$ cat src/design/rtc_alarm_pkg.sv
// Package: register map, field positions, reset values and timing for alarm/control logic
package rtc_alarm_pkg;
   // Register addresses
   localparam logic [7:0] ADDR_SEC       = 8'h00;
   localparam logic [7:0] ADDR_A1_SEC    = 8'h07;
   localparam logic [7:0] ADDR_A1_MIN    = 8'h08;
   localparam logic [7:0] ADDR_A1_HOUR   = 8'h09;
   localparam logic [7:0] ADDR_A1_DAY    = 8'h0A;
   localparam logic [7:0] ADDR_A2_MIN    = 8'h0B;
   localparam logic [7:0] ADDR_A2_HOUR   = 8'h0C;
   localparam logic [7:0] ADDR_A2_DAY    = 8'h0D;
   localparam logic [7:0] ADDR_CONTROL   = 8'h0E;
   localparam logic [7:0] ADDR_STATUS    = 8'h0F;
   localparam logic [7:0] ADDR_TRICKLE   = 8'h10;
   // Field positions
   localparam int MASK_BIT      = 7;
   localparam int DAYSEL_BIT    = 6;
   localparam int OSC_STOP_BIT  = 7;
   localparam int BACKUP_EN_BIT = 5;
   localparam int RATE_HI_BIT   = 4;
   localparam int RATE_LO_BIT   = 3;
   localparam int IRQ_MODE_BIT  = 2;
   localparam int A2_EN_BIT     = 1;
   localparam int A1_EN_BIT     = 0;
   localparam int OSF_BIT       = 7;
   localparam int A2_FLAG_BIT   = 1;
   localparam int A1_FLAG_BIT   = 0;
   // Writable masks and reset values
   localparam logic [7:0] CONTROL_WMASK = 8'hBF;
   localparam logic [7:0] CONTROL_RESET = 8'h18;
   localparam logic [7:0] TRICKLE_RESET = 8'h00;
   localparam logic [7:0] ALARM_RESET   = 8'h00;
   localparam logic [3:0] CHARGER_KEY   = 4'hA;
   localparam logic [5:0] DAYDATE_MASK  = 6'h3F;
   // Oscillator and square-wave timing
   localparam int OSC_HZ   = 32768;
   localparam int DIV_1HZ  = OSC_HZ / 2;
   localparam int DIV_4K   = OSC_HZ / 4096 / 2;
   localparam int DIV_8K   = OSC_HZ / 8192 / 2;

   // Timekeeping snapshot compared against the alarms
   typedef struct packed {
      logic [7:0] sec;
      logic [7:0] min;
      logic [7:0] hour;
      logic [7:0] day;
      logic [7:0] date;
   } time_s;

   // Decoded trickle charger configuration
   typedef struct packed {
      logic       enable;
      logic       diode;
      logic [1:0] resistor;
   } charger_s;

   typedef enum logic [1:0] {
      RATE_1HZ  = 2'b00,
      RATE_4K   = 2'b01,
      RATE_8K   = 2'b10,
      RATE_32K  = 2'b11
   } rate_e;
endpackage

$ cat src/design/rtc_alarm_control_status.sv
// Alarm matching, control, status and trickle configuration for a serial clock
`timescale 1ns/1ps

module rtc_alarm_control_status (
   input  wire logic                    mclk,
   input  wire logic                    rst,
   input  wire logic                    oscTick,
   input  wire logic                    oscStopped,
   input  wire logic                    secondTick,
   input  wire rtc_alarm_pkg::time_s    timeNow,
   input  wire logic                    onBackup,
   input  wire logic                    regWrite,
   input  wire logic [7:0]              regAddr,
   input  wire logic [7:0]              regWdata,
   output logic      [7:0]              regRdata,
   output logic                         waveOrIrqOut,
   output logic                         waveOrIrqOutOe,
   output logic                         oscRun,
   output rtc_alarm_pkg::charger_s      charger
);

   // ************************************************************
   // Register storage
   // ************************************************************
   logic [7:0] alarmOne [4];
   logic [7:0] alarmTwo [3];
   logic [7:0] control;
   logic [7:0] trickle;
   logic       alarmOneFlag;
   logic       alarmTwoFlag;
   logic       oscHaltedFlag;
   logic       oscStoppedQ;
   logic       matchOne;
   logic       matchTwo;
   logic       squareWave;
   logic [13:0] divCount;
   logic        sqRun;

   // Field compare: masked fields always match
   function automatic logic fieldHit(input logic [7:0] alarm, input logic [7:0] now);
      fieldHit = alarm[rtc_alarm_pkg::MASK_BIT] || (alarm[6:0] == now[6:0]);
   endfunction

   // Day/date compare picks weekday or month day from the selector bit
   function automatic logic dayHit(input logic [7:0] alarm, input rtc_alarm_pkg::time_s t);
      logic [7:0] ref8;
      ref8 = alarm[rtc_alarm_pkg::DAYSEL_BIT] ? t.day : t.date;
      dayHit = alarm[rtc_alarm_pkg::MASK_BIT] ||
               ((alarm[5:0] & rtc_alarm_pkg::DAYDATE_MASK) == ref8[5:0]);
   endfunction

   // ************************************************************
   // Alarm matching
   // ************************************************************
   // Each field masked independently; unlisted mask mixes simply AND the
   // unmasked fields, which is consistent and cheap.
   always_comb begin
      matchOne = fieldHit(alarmOne[0], timeNow.sec) &&
                 fieldHit(alarmOne[1], timeNow.min) &&
                 fieldHit(alarmOne[2], timeNow.hour) &&
                 dayHit(alarmOne[3], timeNow);
      // Alarm two has no seconds field: it can only fire at second 00
      matchTwo = (timeNow.sec == 8'h00) &&
                 fieldHit(alarmTwo[0], timeNow.min) &&
                 fieldHit(alarmTwo[1], timeNow.hour) &&
                 dayHit(alarmTwo[2], timeNow);
   end

   // Alarm registers written directly by software
   always_ff @(posedge mclk or posedge rst) begin
      if (rst) begin
         for (int i = 0; i < 4; i++) alarmOne[i] <= rtc_alarm_pkg::ALARM_RESET;
         for (int i = 0; i < 3; i++) alarmTwo[i] <= rtc_alarm_pkg::ALARM_RESET;
      end else if (regWrite) begin
         case (regAddr)
            rtc_alarm_pkg::ADDR_A1_SEC:  alarmOne[0] <= regWdata;
            rtc_alarm_pkg::ADDR_A1_MIN:  alarmOne[1] <= regWdata;
            rtc_alarm_pkg::ADDR_A1_HOUR: alarmOne[2] <= regWdata;
            rtc_alarm_pkg::ADDR_A1_DAY:  alarmOne[3] <= regWdata;
            rtc_alarm_pkg::ADDR_A2_MIN:  alarmTwo[0] <= regWdata;
            rtc_alarm_pkg::ADDR_A2_HOUR: alarmTwo[1] <= regWdata;
            rtc_alarm_pkg::ADDR_A2_DAY:  alarmTwo[2] <= regWdata;
            default: ;
         endcase
      end
   end

   // ************************************************************
   // Control and trickle registers
   // ************************************************************
   // Reserved control bit 6 is never stored, so it reads zero
   always_ff @(posedge mclk or posedge rst) begin
      if (rst) begin
         control <= rtc_alarm_pkg::CONTROL_RESET;
         trickle <= rtc_alarm_pkg::TRICKLE_RESET;
      end else if (regWrite) begin
         if (regAddr == rtc_alarm_pkg::ADDR_CONTROL)
            control <= regWdata & rtc_alarm_pkg::CONTROL_WMASK;
         if (regAddr == rtc_alarm_pkg::ADDR_TRICKLE)
            trickle <= regWdata;
      end
   end

   // Charger decode: key, diode and resistor must all be legal
   always_ff @(posedge mclk or posedge rst) begin
      if (rst) begin
         charger <= '0;
      end else begin
         charger.enable   <= (trickle[7:4] == rtc_alarm_pkg::CHARGER_KEY) &&
                             (trickle[3:2] == 2'b01 || trickle[3:2] == 2'b10) &&
                             (trickle[1:0] != 2'b00);
         charger.diode    <= (trickle[3:2] == 2'b10);
         charger.resistor <= trickle[1:0];
      end
   end

   // ************************************************************
   // Status flags
   // ************************************************************
   // Hardware set wins over a software clear in the same cycle
   always_ff @(posedge mclk or posedge rst) begin
      if (rst) begin
         alarmOneFlag <= 1'b0;
         alarmTwoFlag <= 1'b0;
      end else begin
         if (secondTick && matchOne)
            alarmOneFlag <= 1'b1;
         else if (regWrite && regAddr == rtc_alarm_pkg::ADDR_STATUS &&
                  !regWdata[rtc_alarm_pkg::A1_FLAG_BIT])
            alarmOneFlag <= 1'b0;
         if (secondTick && matchTwo)
            alarmTwoFlag <= 1'b1;
         else if (regWrite && regAddr == rtc_alarm_pkg::ADDR_STATUS &&
                  !regWdata[rtc_alarm_pkg::A2_FLAG_BIT])
            alarmTwoFlag <= 1'b0;
      end
   end

   // Stop flag starts set: reset stands for first power-up
   always_ff @(posedge mclk or posedge rst) begin
      if (rst) begin
         oscStoppedQ   <= 1'b1;
         oscHaltedFlag <= 1'b1;
      end else begin
         oscStoppedQ <= oscStopped || control[rtc_alarm_pkg::OSC_STOP_BIT];
         if ((oscStopped || control[rtc_alarm_pkg::OSC_STOP_BIT]) && !oscStoppedQ)
            oscHaltedFlag <= 1'b1;
         else if (regWrite && regAddr == rtc_alarm_pkg::ADDR_STATUS &&
                  !regWdata[rtc_alarm_pkg::OSF_BIT])
            oscHaltedFlag <= 1'b0;
      end
   end

   // ************************************************************
   // Square wave and shared output
   // ************************************************************
   // Divider runs on oscillator ticks; 32 kHz mode follows the tick itself
   always_ff @(posedge mclk or posedge rst) begin
      if (rst) begin
         divCount   <= '0;
         squareWave <= 1'b0;
         sqRun      <= 1'b0;
      end else begin
         sqRun <= 1'b1;
         if (control[rtc_alarm_pkg::RATE_HI_BIT:rtc_alarm_pkg::RATE_LO_BIT] ==
             rtc_alarm_pkg::RATE_32K) begin
            squareWave <= oscTick;
            divCount   <= '0;
         end else if (oscTick) begin
            if (divCount >= 14'(rateDiv(rtc_alarm_pkg::rate_e'(control[4:3])) - 1)) begin
               divCount   <= '0;
               squareWave <= ~squareWave;
            end else begin
               divCount <= divCount + 14'h0001;
            end
         end
      end
   end

   function automatic int rateDiv(input rtc_alarm_pkg::rate_e r);
      case (r)
         rtc_alarm_pkg::RATE_1HZ: rateDiv = rtc_alarm_pkg::DIV_1HZ;
         rtc_alarm_pkg::RATE_4K:  rateDiv = rtc_alarm_pkg::DIV_4K;
         rtc_alarm_pkg::RATE_8K:  rateDiv = rtc_alarm_pkg::DIV_8K;
         default:                 rateDiv = 1;
      endcase
   endfunction

   // Open-drain pin: low output enable means driving low (interrupt active, or square wave low)
   always_comb begin
      logic pinLow;
      logic irqAct;
      pinLow = 1'b0;
      irqAct = (alarmOneFlag && control[rtc_alarm_pkg::A1_EN_BIT]) ||
               (alarmTwoFlag && control[rtc_alarm_pkg::A2_EN_BIT]);
      if (control[rtc_alarm_pkg::IRQ_MODE_BIT])
         pinLow = irqAct;
      else
         pinLow = sqRun && !squareWave;
      // Without backup enable the pin floats once main supply is gone
      if (onBackup && !control[rtc_alarm_pkg::BACKUP_EN_BIT])
         pinLow = 1'b0;
      waveOrIrqOut   = 1'b0;
      waveOrIrqOutOe = ~pinLow;
   end

   assign oscRun = ~control[rtc_alarm_pkg::OSC_STOP_BIT];

   // ************************************************************
   // Read mux
   // ************************************************************
   always_comb begin
      case (regAddr)
         rtc_alarm_pkg::ADDR_A1_SEC:  regRdata = alarmOne[0];
         rtc_alarm_pkg::ADDR_A1_MIN:  regRdata = alarmOne[1];
         rtc_alarm_pkg::ADDR_A1_HOUR: regRdata = alarmOne[2];
         rtc_alarm_pkg::ADDR_A1_DAY:  regRdata = alarmOne[3];
         rtc_alarm_pkg::ADDR_A2_MIN:  regRdata = alarmTwo[0];
         rtc_alarm_pkg::ADDR_A2_HOUR: regRdata = alarmTwo[1];
         rtc_alarm_pkg::ADDR_A2_DAY:  regRdata = alarmTwo[2];
         rtc_alarm_pkg::ADDR_CONTROL: regRdata = control;
         rtc_alarm_pkg::ADDR_STATUS:
            regRdata = {oscHaltedFlag, 5'b00000, alarmTwoFlag, alarmOneFlag};
         rtc_alarm_pkg::ADDR_TRICKLE: regRdata = trickle;
         default:                     regRdata = 8'h00;
      endcase
   end

endmodule

$ cat config.mk
export PLATFORM = sky130hd
export DESIGN_NAME = rtc_alarm_control_status
export DESIGN_NICKNAME = d
export VERILOG_FILES = /design/src/design/rtc_alarm_pkg.sv /design/src/design/rtc_alarm_control_status.sv
export SDC_FILE = /design/constraint.sdc
export NUM_CORES = 1
export LEC_CHECK = 0
export BUFFER_PORTS_ARGS = -buffer_cell sky130_fd_sc_hd__buf_2
export CAP_MARGIN = 25
export CORE_MARGIN = 8
export CORE_UTILIZATION = 62
export DETAILED_ROUTE_END_ITERATION = 6
export PLACE_DENSITY = 0.93
export SLEW_MARGIN = 5
export SYNTH_ARGS = -nofsm -noshare
export SYNTH_HDL_FRONTEND = slang
export SYNTH_SLANG_ARGS = --single-unit
$ cat constraint.sdc
create_clock -name mclk -period 7.79 [get_ports mclk]
set_input_delay 0.3895 -clock mclk [delete_from_list [all_inputs] [get_ports mclk]]
set_output_delay 0.3895 -clock mclk [all_outputs]
set_load 0.005 [all_outputs]
# --- Yosys cells after proc, flatten, opt, wreduce, memory -nomap -nowiden ---
# Cells that the tools add are included.
word_totals:
  input_bits: 63
  register_bits: 95
op_classes:
  add_sub_neg: 2
  bitwise_logic: 3
  eq_ne: 23
  reduce_logical: 53
  mux: 20
  order_cmp: 1
ops:
  columns: ["op", "n"]
  rows:
  - ["$pmux 8 s10", 1]
  - ["$mux 14", 5]
  - ["$eq 8x4->1 const B", 8]
  - ["$eq 7x7->1", 5]
  - ["$reduce_and 2->1", 10]
  - ["$logic_and 1x1->1", 19]
  - ["$add 14x1->14 const B", 1]
  - ["$ge 14x14->1", 1]
  - ["$sub 14x2->14 const B", 1]
  - ["$eq 6x6->1", 2]
  - ["$mux 6", 2]
  - ["$reduce_bool 2->1", 6]
  - ["$mux 1", 11]
  - ["$logic_or 1x1->1", 10]
  - ["$pmux 3 s3", 1]
  - ["$eq 8x3->1 const B", 1]
  - ["$eq 8x5->1 const B", 1]
  - ["$logic_not 8->1", 1]
  - ["$eq 2x2->1 const B", 3]
  - ["$logic_not 1->1", 6]
  - ["$eq 2x1->1 const B", 2]
  - ["$eq 4x4->1 const B", 1]
  - ["$not 1->1", 3]
  - ["$logic_not 2->1", 1]

# --- Depth between registers and ports, before layout ---
# Gate-level depths: netlist of the first run.
depth:
  ltp_word: 9
  mapped_depth: 8
  ltp_nobuf: 7

# --- Worst setup path before layout of the first run ---
# OpenSTA, ideal clock, no wires.
synth_timing:
  kind: "reg2reg"
  start: "register control[3]"
  end: "register divCount[10]"
  setup_ns: 0.072
  arrival_time_ns: 2.251
  n_path_buf: 1
  path_stages_with_launch: 8
  slack_ns: 5.467
  required_time_ns: 7.718
  path_cell_list: "dfstp_2 > or2_2 > ha_1 > a21o_1 > o311ai_0 > a21oi_1 > clkbuf_1 > nor2_1"
synth_between:
  elab_chain_cells: 9
synth_rtl:
  columns: ["item", "line_no", "rtl"]
  rows:
  - ["from (decl)", "rtc_alarm_control_status.sv:27", "logic [7:0] control;"]
  - ["from (signal assigned)", "rtc_alarm_control_status.sv:94", "control <= rtc_alarm_pkg::CONTROL_RESET;"]
  - ["from (signal assigned)", "rtc_alarm_control_status.sv:98", "control <= regWdata & rtc_alarm_pkg::CONTROL_WMASK;"]
  - ["$eq 2x2->1 (tied with other cells)", "rtc_alarm_control_status.sv:181", "case (r)"]
  - ["$pmux 3 s3", "rtc_alarm_control_status.sv:181", null]
  - ["$mux 14", "rtc_alarm_control_status.sv:169", "end else if (oscTick) begin"]
  - ["$mux 14", "rtc_alarm_control_status.sv:165", "if (control[rtc_alarm_pkg::RATE_HI_BIT:rtc_alarm_pkg::RATE_LO_BIT] =="]
  - ["$sub 14x2->14", "rtc_alarm_control_status.sv:170", "if (divCount >= 14'(rateDiv(rtc_alarm_pkg::rate_e'(control[4:3])) - 1)) begin"]
  - ["$ge 14x14->1", "rtc_alarm_control_status.sv:170", null]
  - ["$mux 14", "rtc_alarm_control_status.sv:170", null]
  - ["$mux 14", "rtc_alarm_control_status.sv:169", null]
  - ["$mux 14", "rtc_alarm_control_status.sv:165", null]
  - ["to (signal assigned)", "rtc_alarm_control_status.sv:174", "divCount <= divCount + 14'h0001;"]
  - ["to (decl)", "rtc_alarm_control_status.sv:36", "logic [13:0] divCount;"]
# Parallel ways exist; a longest one is shown, timed or not. The select of a mux whose other input is x is not followed.
# A chain may end at the register's enable or synchronous reset.

# --- Worst setup path in the final report of the first run ---
layout_timing:
  start: "register control[3]"
  end: "register divCount[8]"
# Same word-level chain as after synthesis.

==> flow_summary.yaml, run 1 <==
synth:
  synth-seq-cells: 95
  ys_seq_area_share_pct: 43.55
  async_flop_share_pct: 100.0
  synth_nets: 554
  netlist_instances: 475
  synth_area_per_cell_um2: 11.52
  yosys_warnings: 0
  synth_top_flop_cell: "dfrtp_1"
  syn_area_mm2: 0.005470
  synth_edf_count: 0
  yosysUniqueCellTypes: 56
die:
  die_w_um: 109.9
  num_rows: 34
  initial_utilization_pct: 63.34
  die_h_um: 109.9
  core_mm2: 0.008636
  ios: 78
  dieArea_mm2: 0.01208
power:
  power_leakage_nw: 2.899
  ir_worst_vdd_mv: 0.1173
  powerDensity_mw_per_mm2: 181.3
  total_power_mw: 1.110
final_layout:
  multi_input_area_mm2: 0.002937
  drive_above_1_share_pct: 34.01
  design_area_mm2: 0.006126
  post-route-util_pct: 70.94
  insertedDiodeCount: 0
  finalNetCount: 618
  area_growth_pct: 11.99
  n_fill_cell: 576
  regArea_mm2: 0.002382
routing:
  vias: 4202
  first_pass_iters: 6
  drt_iter0_drc: 372
  ant_nets: 0
  avgViaCountPerCell: 6.445
  drc_errors: 0
  wl_per_cell_um: 22.22
  totalWireLength_mm: 14.49
global_routing:
  grt_max_degree: 77
  track_usage_pct: 24.79
  grt_pass1_vias: 4268
  grt_pass1_wl_mm: 22.57
  grt_remaining_overflow: 0
  antenna_found_initial: 0
critical_path:
  startpoint_type: "flop"
  worst-endpoint-arrival_ns: 3.06
  critPathKind: "flop to flop"
  crit_path_max_fanout: 12
  cp_data_required_time_ns: 8.08
  end_kind: "flop"
timing:
  period_needed_ns: 2.775
  rsz0062_at_grt: "false"
  hold_ws_ns: 0.2127
  worst_pin_slew_ns: 0.8405
  setup-tns-final_ns: 0
  setup-violations-final: 0
  max_slew_margin_pct: 43.96
  hold_violations: 0
  fmax_mhz: 360.3
  skew_ns: 0.01196
  slew_violations: 0
  finalCritPeriodShare_pct: 35.63
clock_network:
  path_clk_slew_ns: 0.09
  insertion_delay_ns: 0.36
  cts.sinks: 95
  root_buffer: "clkbuf_8"
  cts_setup_buffers: 0
  cts_buffers: 9
  cts_tree: "built"
  cts-htree-levels: 3
  clock_path_buffers: 2
flow_run:
  cap_violations: 0
placed_design:
  port_buffers: 70
  hpwlAfterDp_mm: 10.70
  globalplace.congestion: 0.9512
  postPlaceCellArea_mm2: 0.005866
run_status:
  status: "finished, final reports clean"
hold_path:
  hp-class: "input pin to flop"
metal layers:
| metal | wire length (um) | vias to the layer above | track usage, % | part of all wire, % |
|---|---|---|---|---|
| met3 | 1369 | 57 | 5.100 | 9.4 |
| met2 | 6939 | 231 | 40.28 | 48 |
| met5 | 0 | - | 0 | 0 |
| met4 | 624 | 0 | 12.73 | 4.3 |
| met1 | 5556 | 2055 | 30.63 | 38 |
| li1 | - | 1859 | - | - |
cell usage after synthesis (all sizes together), types with 3 or more instances:
cell	n	area [um^2]
a21o	3	23.77
mux2i	18	180.2
a41oi	4	35.03
nor2b	4	25.02
and3	4	25.02
a21oi	11	55.05
a22oi	14	105.1
nor4	10	77.57
o21ai	10	50.05
clkbuf	11	41.29
nor2	26	100.1
a221oi	5	43.79
dfrtp	91	2277
nand4	6	37.54
o22ai	7	43.79
xnor2	34	297.8
dfstp	4	105.1
buf	9	57.55
nand3	8	52.55
nand2	21	78.83
inv	14	52.55
mux2	75	844.6
mux4	6	135.1
xor2	25	219.0
ha	16	200.2
nor3	9	67.56
stage by stage:
step,cells,setup slack [ns]
6_report,652,5.015
3_3_place_gp,634,5.129
3_5_place_dp,634,5.044
5_1_grt,652,4.711
2_1_floorplan,475,4.930
4_1_cts,651,5.026
cells by family (layout without fill, tap and decap cells):
logic type                 Yosys count  in the layout  share of synthesized area (%)
and+or+nand+nor                    101            101                          10.32
muxes                               99             99                          21.20
DFF                                 95             95                          43.55
AOI/OAI and AO/OA                   69             69                          8.920
xor gates and xnor gates            59             59                          9.447
buffers and inverters               34            103                          2.768
adders and majority gates           16             16                          3.660
other                                2              2                         0.1373
sequential cells by signal (all words and copies together), names as in the netlist:
name           flops
alarmOne          32
alarmOneFlag       1
alarmTwo          24
alarmTwoFlag       1
charger            4
control            7
divCount          14
oscHaltedFlag      1
oscStoppedQ        1
sqRun              1
squareWave         1
trickle            8
cell type report:
| class | count | share of cell area (%) |
|---|---|---|
| clock inverters | 5 | 1.328 |
| multi-input cells | 346 | 47.94 |
| repair buffers | 73 | 6.454 |
| flip-flops and latches | 95 | 38.89 |
| inverters | 14 | 0.8783 |
| well taps | 108 | 2.206 |
| clock buffers | 11 | 2.308 |
final timing paths:
kind                                         from                 endpoint  slack [ns]  cells after the start
setup reg to reg           control[3]$_DFFE_PP1P_  divCount[8]$_DFFE_PP0P_        5.01                      7
max in group asynchronous                     rst    oscStoppedQ$_DFF_PP1_        6.37                      5
hold reg to reg            trickle[0]$_DFFE_PP0P_     charger[0]$_DFF_PP0_        0.46                      0
setup / recovery           control[3]$_DFFE_PP1P_  divCount[8]$_DFFE_PP0P_        5.01                      7
min in group asynchronous                     rst   trickle[1]$_DFFE_PP0P_        0.51                      3
hold / removal                         oscStopped    oscStoppedQ$_DFF_PP1_        0.21                      3
what timing repair did:
item                                   CTS  global route
resized for setup                        0             0
setup endpoints to repair                0             0
hold buffers                             1             0
endpoints found under the hold margin   19             0
critical path, stage by stage (launching register included):
cell and delay [ns]:
dfstp_2 0.62, or2_2 0.29, ha_1 0.31, nand4_1 0.13, a21oi_1 0.05, o311ai_0 0.66, a21oi_1 0.44, nor2_1 0.20
power by group:
| part | internal (mW) | switching, mW | total, mW | leakage (nW) |
|---|---|---|---|---|
| Clock | 0.190 | 0.173 | 0.362 | 0.110 |
| Sequential | 0.527 | 0.0446 | 0.572 | 1.28 |
| Combinational | 0.0801 | 0.0960 | 0.176 | 1.51 |
| Total | 0.797 | 0.313 | 1.11 | 2.90 |
layout by cell type, fill, tap and decap left out, types with 2 or more instances in the layout:
cell	count
a21o_1	2
a21oi_1	11
a221oi_1	5
a22oi_1	14
a31oi_1	2
a41oi_1	4
and2_1	2
and2b_2	2
and3_1	4
buf_2	70
bufinv_16	2
clkbuf_8	10
clkinv_2	2
conb_1	2
dfrtp_1	91
dfstp_2	4
ha_1	16
inv_1	13
mux2_2	75
mux2i_1	18
mux4_2	6
nand2_1	21
nand2b_1	2
nand3_1	7
nand4_1	6
nor2_1	25
nor2b_1	4
nor3_1	7
nor3_4	2
nor4_1	9
o21ai_0	10
o22ai_1	7
o2bb2ai_1	2
o311ai_0	2
o41ai_1	2
xnor2_1	34
xor2_1	25
Note: power is estimated with default switching activity, not from simulation.
==> run 2: changes to the inputs <==
--- a/config.mk
+++ b/config.mk
@@ -8,9 +8,9 @@
 export BUFFER_PORTS_ARGS = -buffer_cell sky130_fd_sc_hd__buf_2
 export CAP_MARGIN = 25
 export CORE_MARGIN = 8
-export CORE_UTILIZATION = 62
+export CORE_UTILIZATION = 52
 export DETAILED_ROUTE_END_ITERATION = 6
-export PLACE_DENSITY = 0.93
+export PLACE_DENSITY = 0.84
 export SLEW_MARGIN = 5
 export SYNTH_ARGS = -nofsm -noshare
 export SYNTH_HDL_FRONTEND = slang
==> constraint.sdc (replaced) <==
create_clock -name mclk -period 2.3 [get_ports mclk]
set_input_delay 0.115 -clock mclk [delete_from_list [all_inputs] [get_ports mclk]]
set_output_delay 0.115 -clock mclk [all_outputs]
set_load 0.005 [all_outputs]
==> flow_summary.yaml, run 2 (same netlist as run 1, synthesis figures left out) <==
run_status:
  status: "finished, final reports clean"
final_layout:
  finalNetCount: 624
  layout_common_cells: "91 x dfrtp_1, 75 x mux2_2, 70 x buf_2"
  top_register: "alarmOne"
  reg_top3: "alarmOne x32, alarmTwo x24, divCount x14"
  final_common_cell: "dfrtp_1"
  area_growth_pct: 13.04
  post-route-util_pct: 60.17
  insertedDiodeCount: 0
  drive_above_1_share_pct: 35.09
  largest_reg_flops: 32
  design_area_mm2: 0.006183
timing:
  setup-tns-final_ns: 0
  fmax_mhz: 445.4
  hold_violations: 0
  setup-violations-final: 0
  rsz0062_at_grt: "true"
  worst_pin_slew_ns: 0.5030
  period_needed_ns: 2.245
  skew_ns: 0.007788
  finalCritPeriodShare_pct: 97.61
  slew_violations: 0
  hold_ws_ns: 0.03397
  max_slew_margin_pct: 66.47
power:
  intPower_mw: 2.519
  p_seq_share_pct: 54.2
  p_sw_share_pct: 29.48
  power_leakage_nw: 2.903
  p_comb_share_pct: 17.0
  powerDensity_mw_per_mm2: 577.8
  ir_worst_vdd_mv: 0.2893
  p_clk_share_pct: 28.9
  power.switching_mw: 1.053
  total_power_mw: 3.573
critical_path:
  worst-endpoint-arrival_ns: 2.49
  crit_path_max_fanout: 12
  cp_data_required_time_ns: 2.54
  path_cells: "or2_4 > ha_1 > nand4_1 > o21ai_0 > a21oi_2 > a21oi_2 > nor2_1"
  slowest_stage: "a21oi_2"
  slowest_delay_ns: 0.45
  startpoint_type: "flop"
  critPathKind: "flop to flop"
  crit_top_cell: "a21oi_2"
  end_kind: "flop"
clock_network:
  cts_setup_buffers: 0
  insertion_delay_ns: 0.37
  clock_path_buffers: 2
  cts_tree: "built"
  cts-htree-levels: 3
  cts_buffers: 9
  root_buffer: "clkbuf_8"
  cts.sinks: 95
  path_clk_slew_ns: 0.09
routing:
  totalWireLength_mm: 14.38
  vias: 4085
  ant_nets: 0
  first_pass_iters: 7
  avgViaCountPerCell: 5.955
  wl_per_cell_um: 20.97
  drt_iter0_drc: 370
  drc_errors: 0
global_routing:
  grt_pass1_wl_mm: 23.32
  track_usage_pct: 20.82
  antenna_found_initial: 0
  grt_use_met1_pct: 25.14
  met2_usage_pct: 33.91
  met3_usage_pct: 4.855
  gr-max-usage-layer: "met2"
  grt_pass1_vias: 4368
  grt_remaining_overflow: 0
  grt_max_degree: 96
placed_design:
  port_buffers: 70
  hpwlAfterDp_mm: 10.77
  globalplace.congestion: 0.9322
  postPlaceCellArea_mm2: 0.005961
hold_path:
  hp-class: "input pin to flop"
die:
  die_h_um: 118.6
  ios: 78
  num_rows: 37
  die_w_um: 118.6
  initial_utilization_pct: 53.23
  dieArea_mm2: 0.01406
  core_mm2: 0.01028
flow_run:
  cap_violations: 0
[run 2: final cells by class]
class	count	area, um^2
fill	818	4094
multi-input combinational	346	2954
sequential	95	2382
timing repair buffer	79	435.4
tap	136	170.2
clock buffer	12	155.1
inverter	14	56.30
clock inverter	4	30.03
[run 2: what timing repair did]
action                     CTS  global route
pin swaps                    0             2
setup endpoints to repair   13            13
resized for setup            4             1
hold endpoints to repair    92             0
hold buffers                 2             0
[run 2: worst max-delay path: cells and delay by family (launching register included)]
kind                     cells  cell delay, ns
flip-flops                   1            0.38
AND/OR/NAND/NOR              3            0.56
AO/OA/AOI/OAI                3            0.83
adder cells (fa/ha/maj)      1            0.34
[run 2: path summary, 6_finish.rpt]
| path | from | end | slack [ns] | cells past startpoint |
|---|---|---|---|---|
| max | control[4]$_DFFE_PP1P_ | divCount[11]$_DFFE_PP0P_ | 0.05 | 7 |
| min | secondTick | alarmOneFlag$_DFFE_PP0P_ | 0.03 | 3 |
| max reg2reg | control[4]$_DFFE_PP1P_ | divCount[11]$_DFFE_PP0P_ | 0.05 | 7 |
| min reg2reg | trickle[0]$_DFFE_PP0P_ | charger[0]$_DFF_PP0_ | 0.45 | 0 |
| max in group asynchronous | rst | oscStoppedQ$_DFF_PP1_ | 1.47 | 4 |
| min in group asynchronous | rst | divCount[0]$_DFFE_PP0P_ | 0.43 | 4 |
[run 2: power groups by stage]
stage / Clock (mW) / Sequential [mW] / Combinational, mW
after floorplan: 0 / 1.91 / 0.408
after global placement: 0 / 1.96 / 0.553
after detailed placement: 0 / 1.96 / 0.597
after CTS: 1.05 / 1.93 / 0.604
after global routing: 1.12 / 1.95 / 0.668
final: 1.03 / 1.93 / 0.606
[run 2: metal layers]
metal	part of all wire [%]	wire length [um]
met1	40	5823
met2	48	6964
met3	6.7	957
met4	4.4	637
met5	0	0
[run 2: stage by stage]
| step | cells | worst slack [ns] |
|---|---|---|
| floorplan | 475 | 0.1248 |
| global placement | 668 | -0.1032 |
| detailed placement | 668 | -0.2933 |
| CTS | 686 | 0.05400 |
| global route | 686 | -0.1107 |
| finish | 686 | 0.05497 |
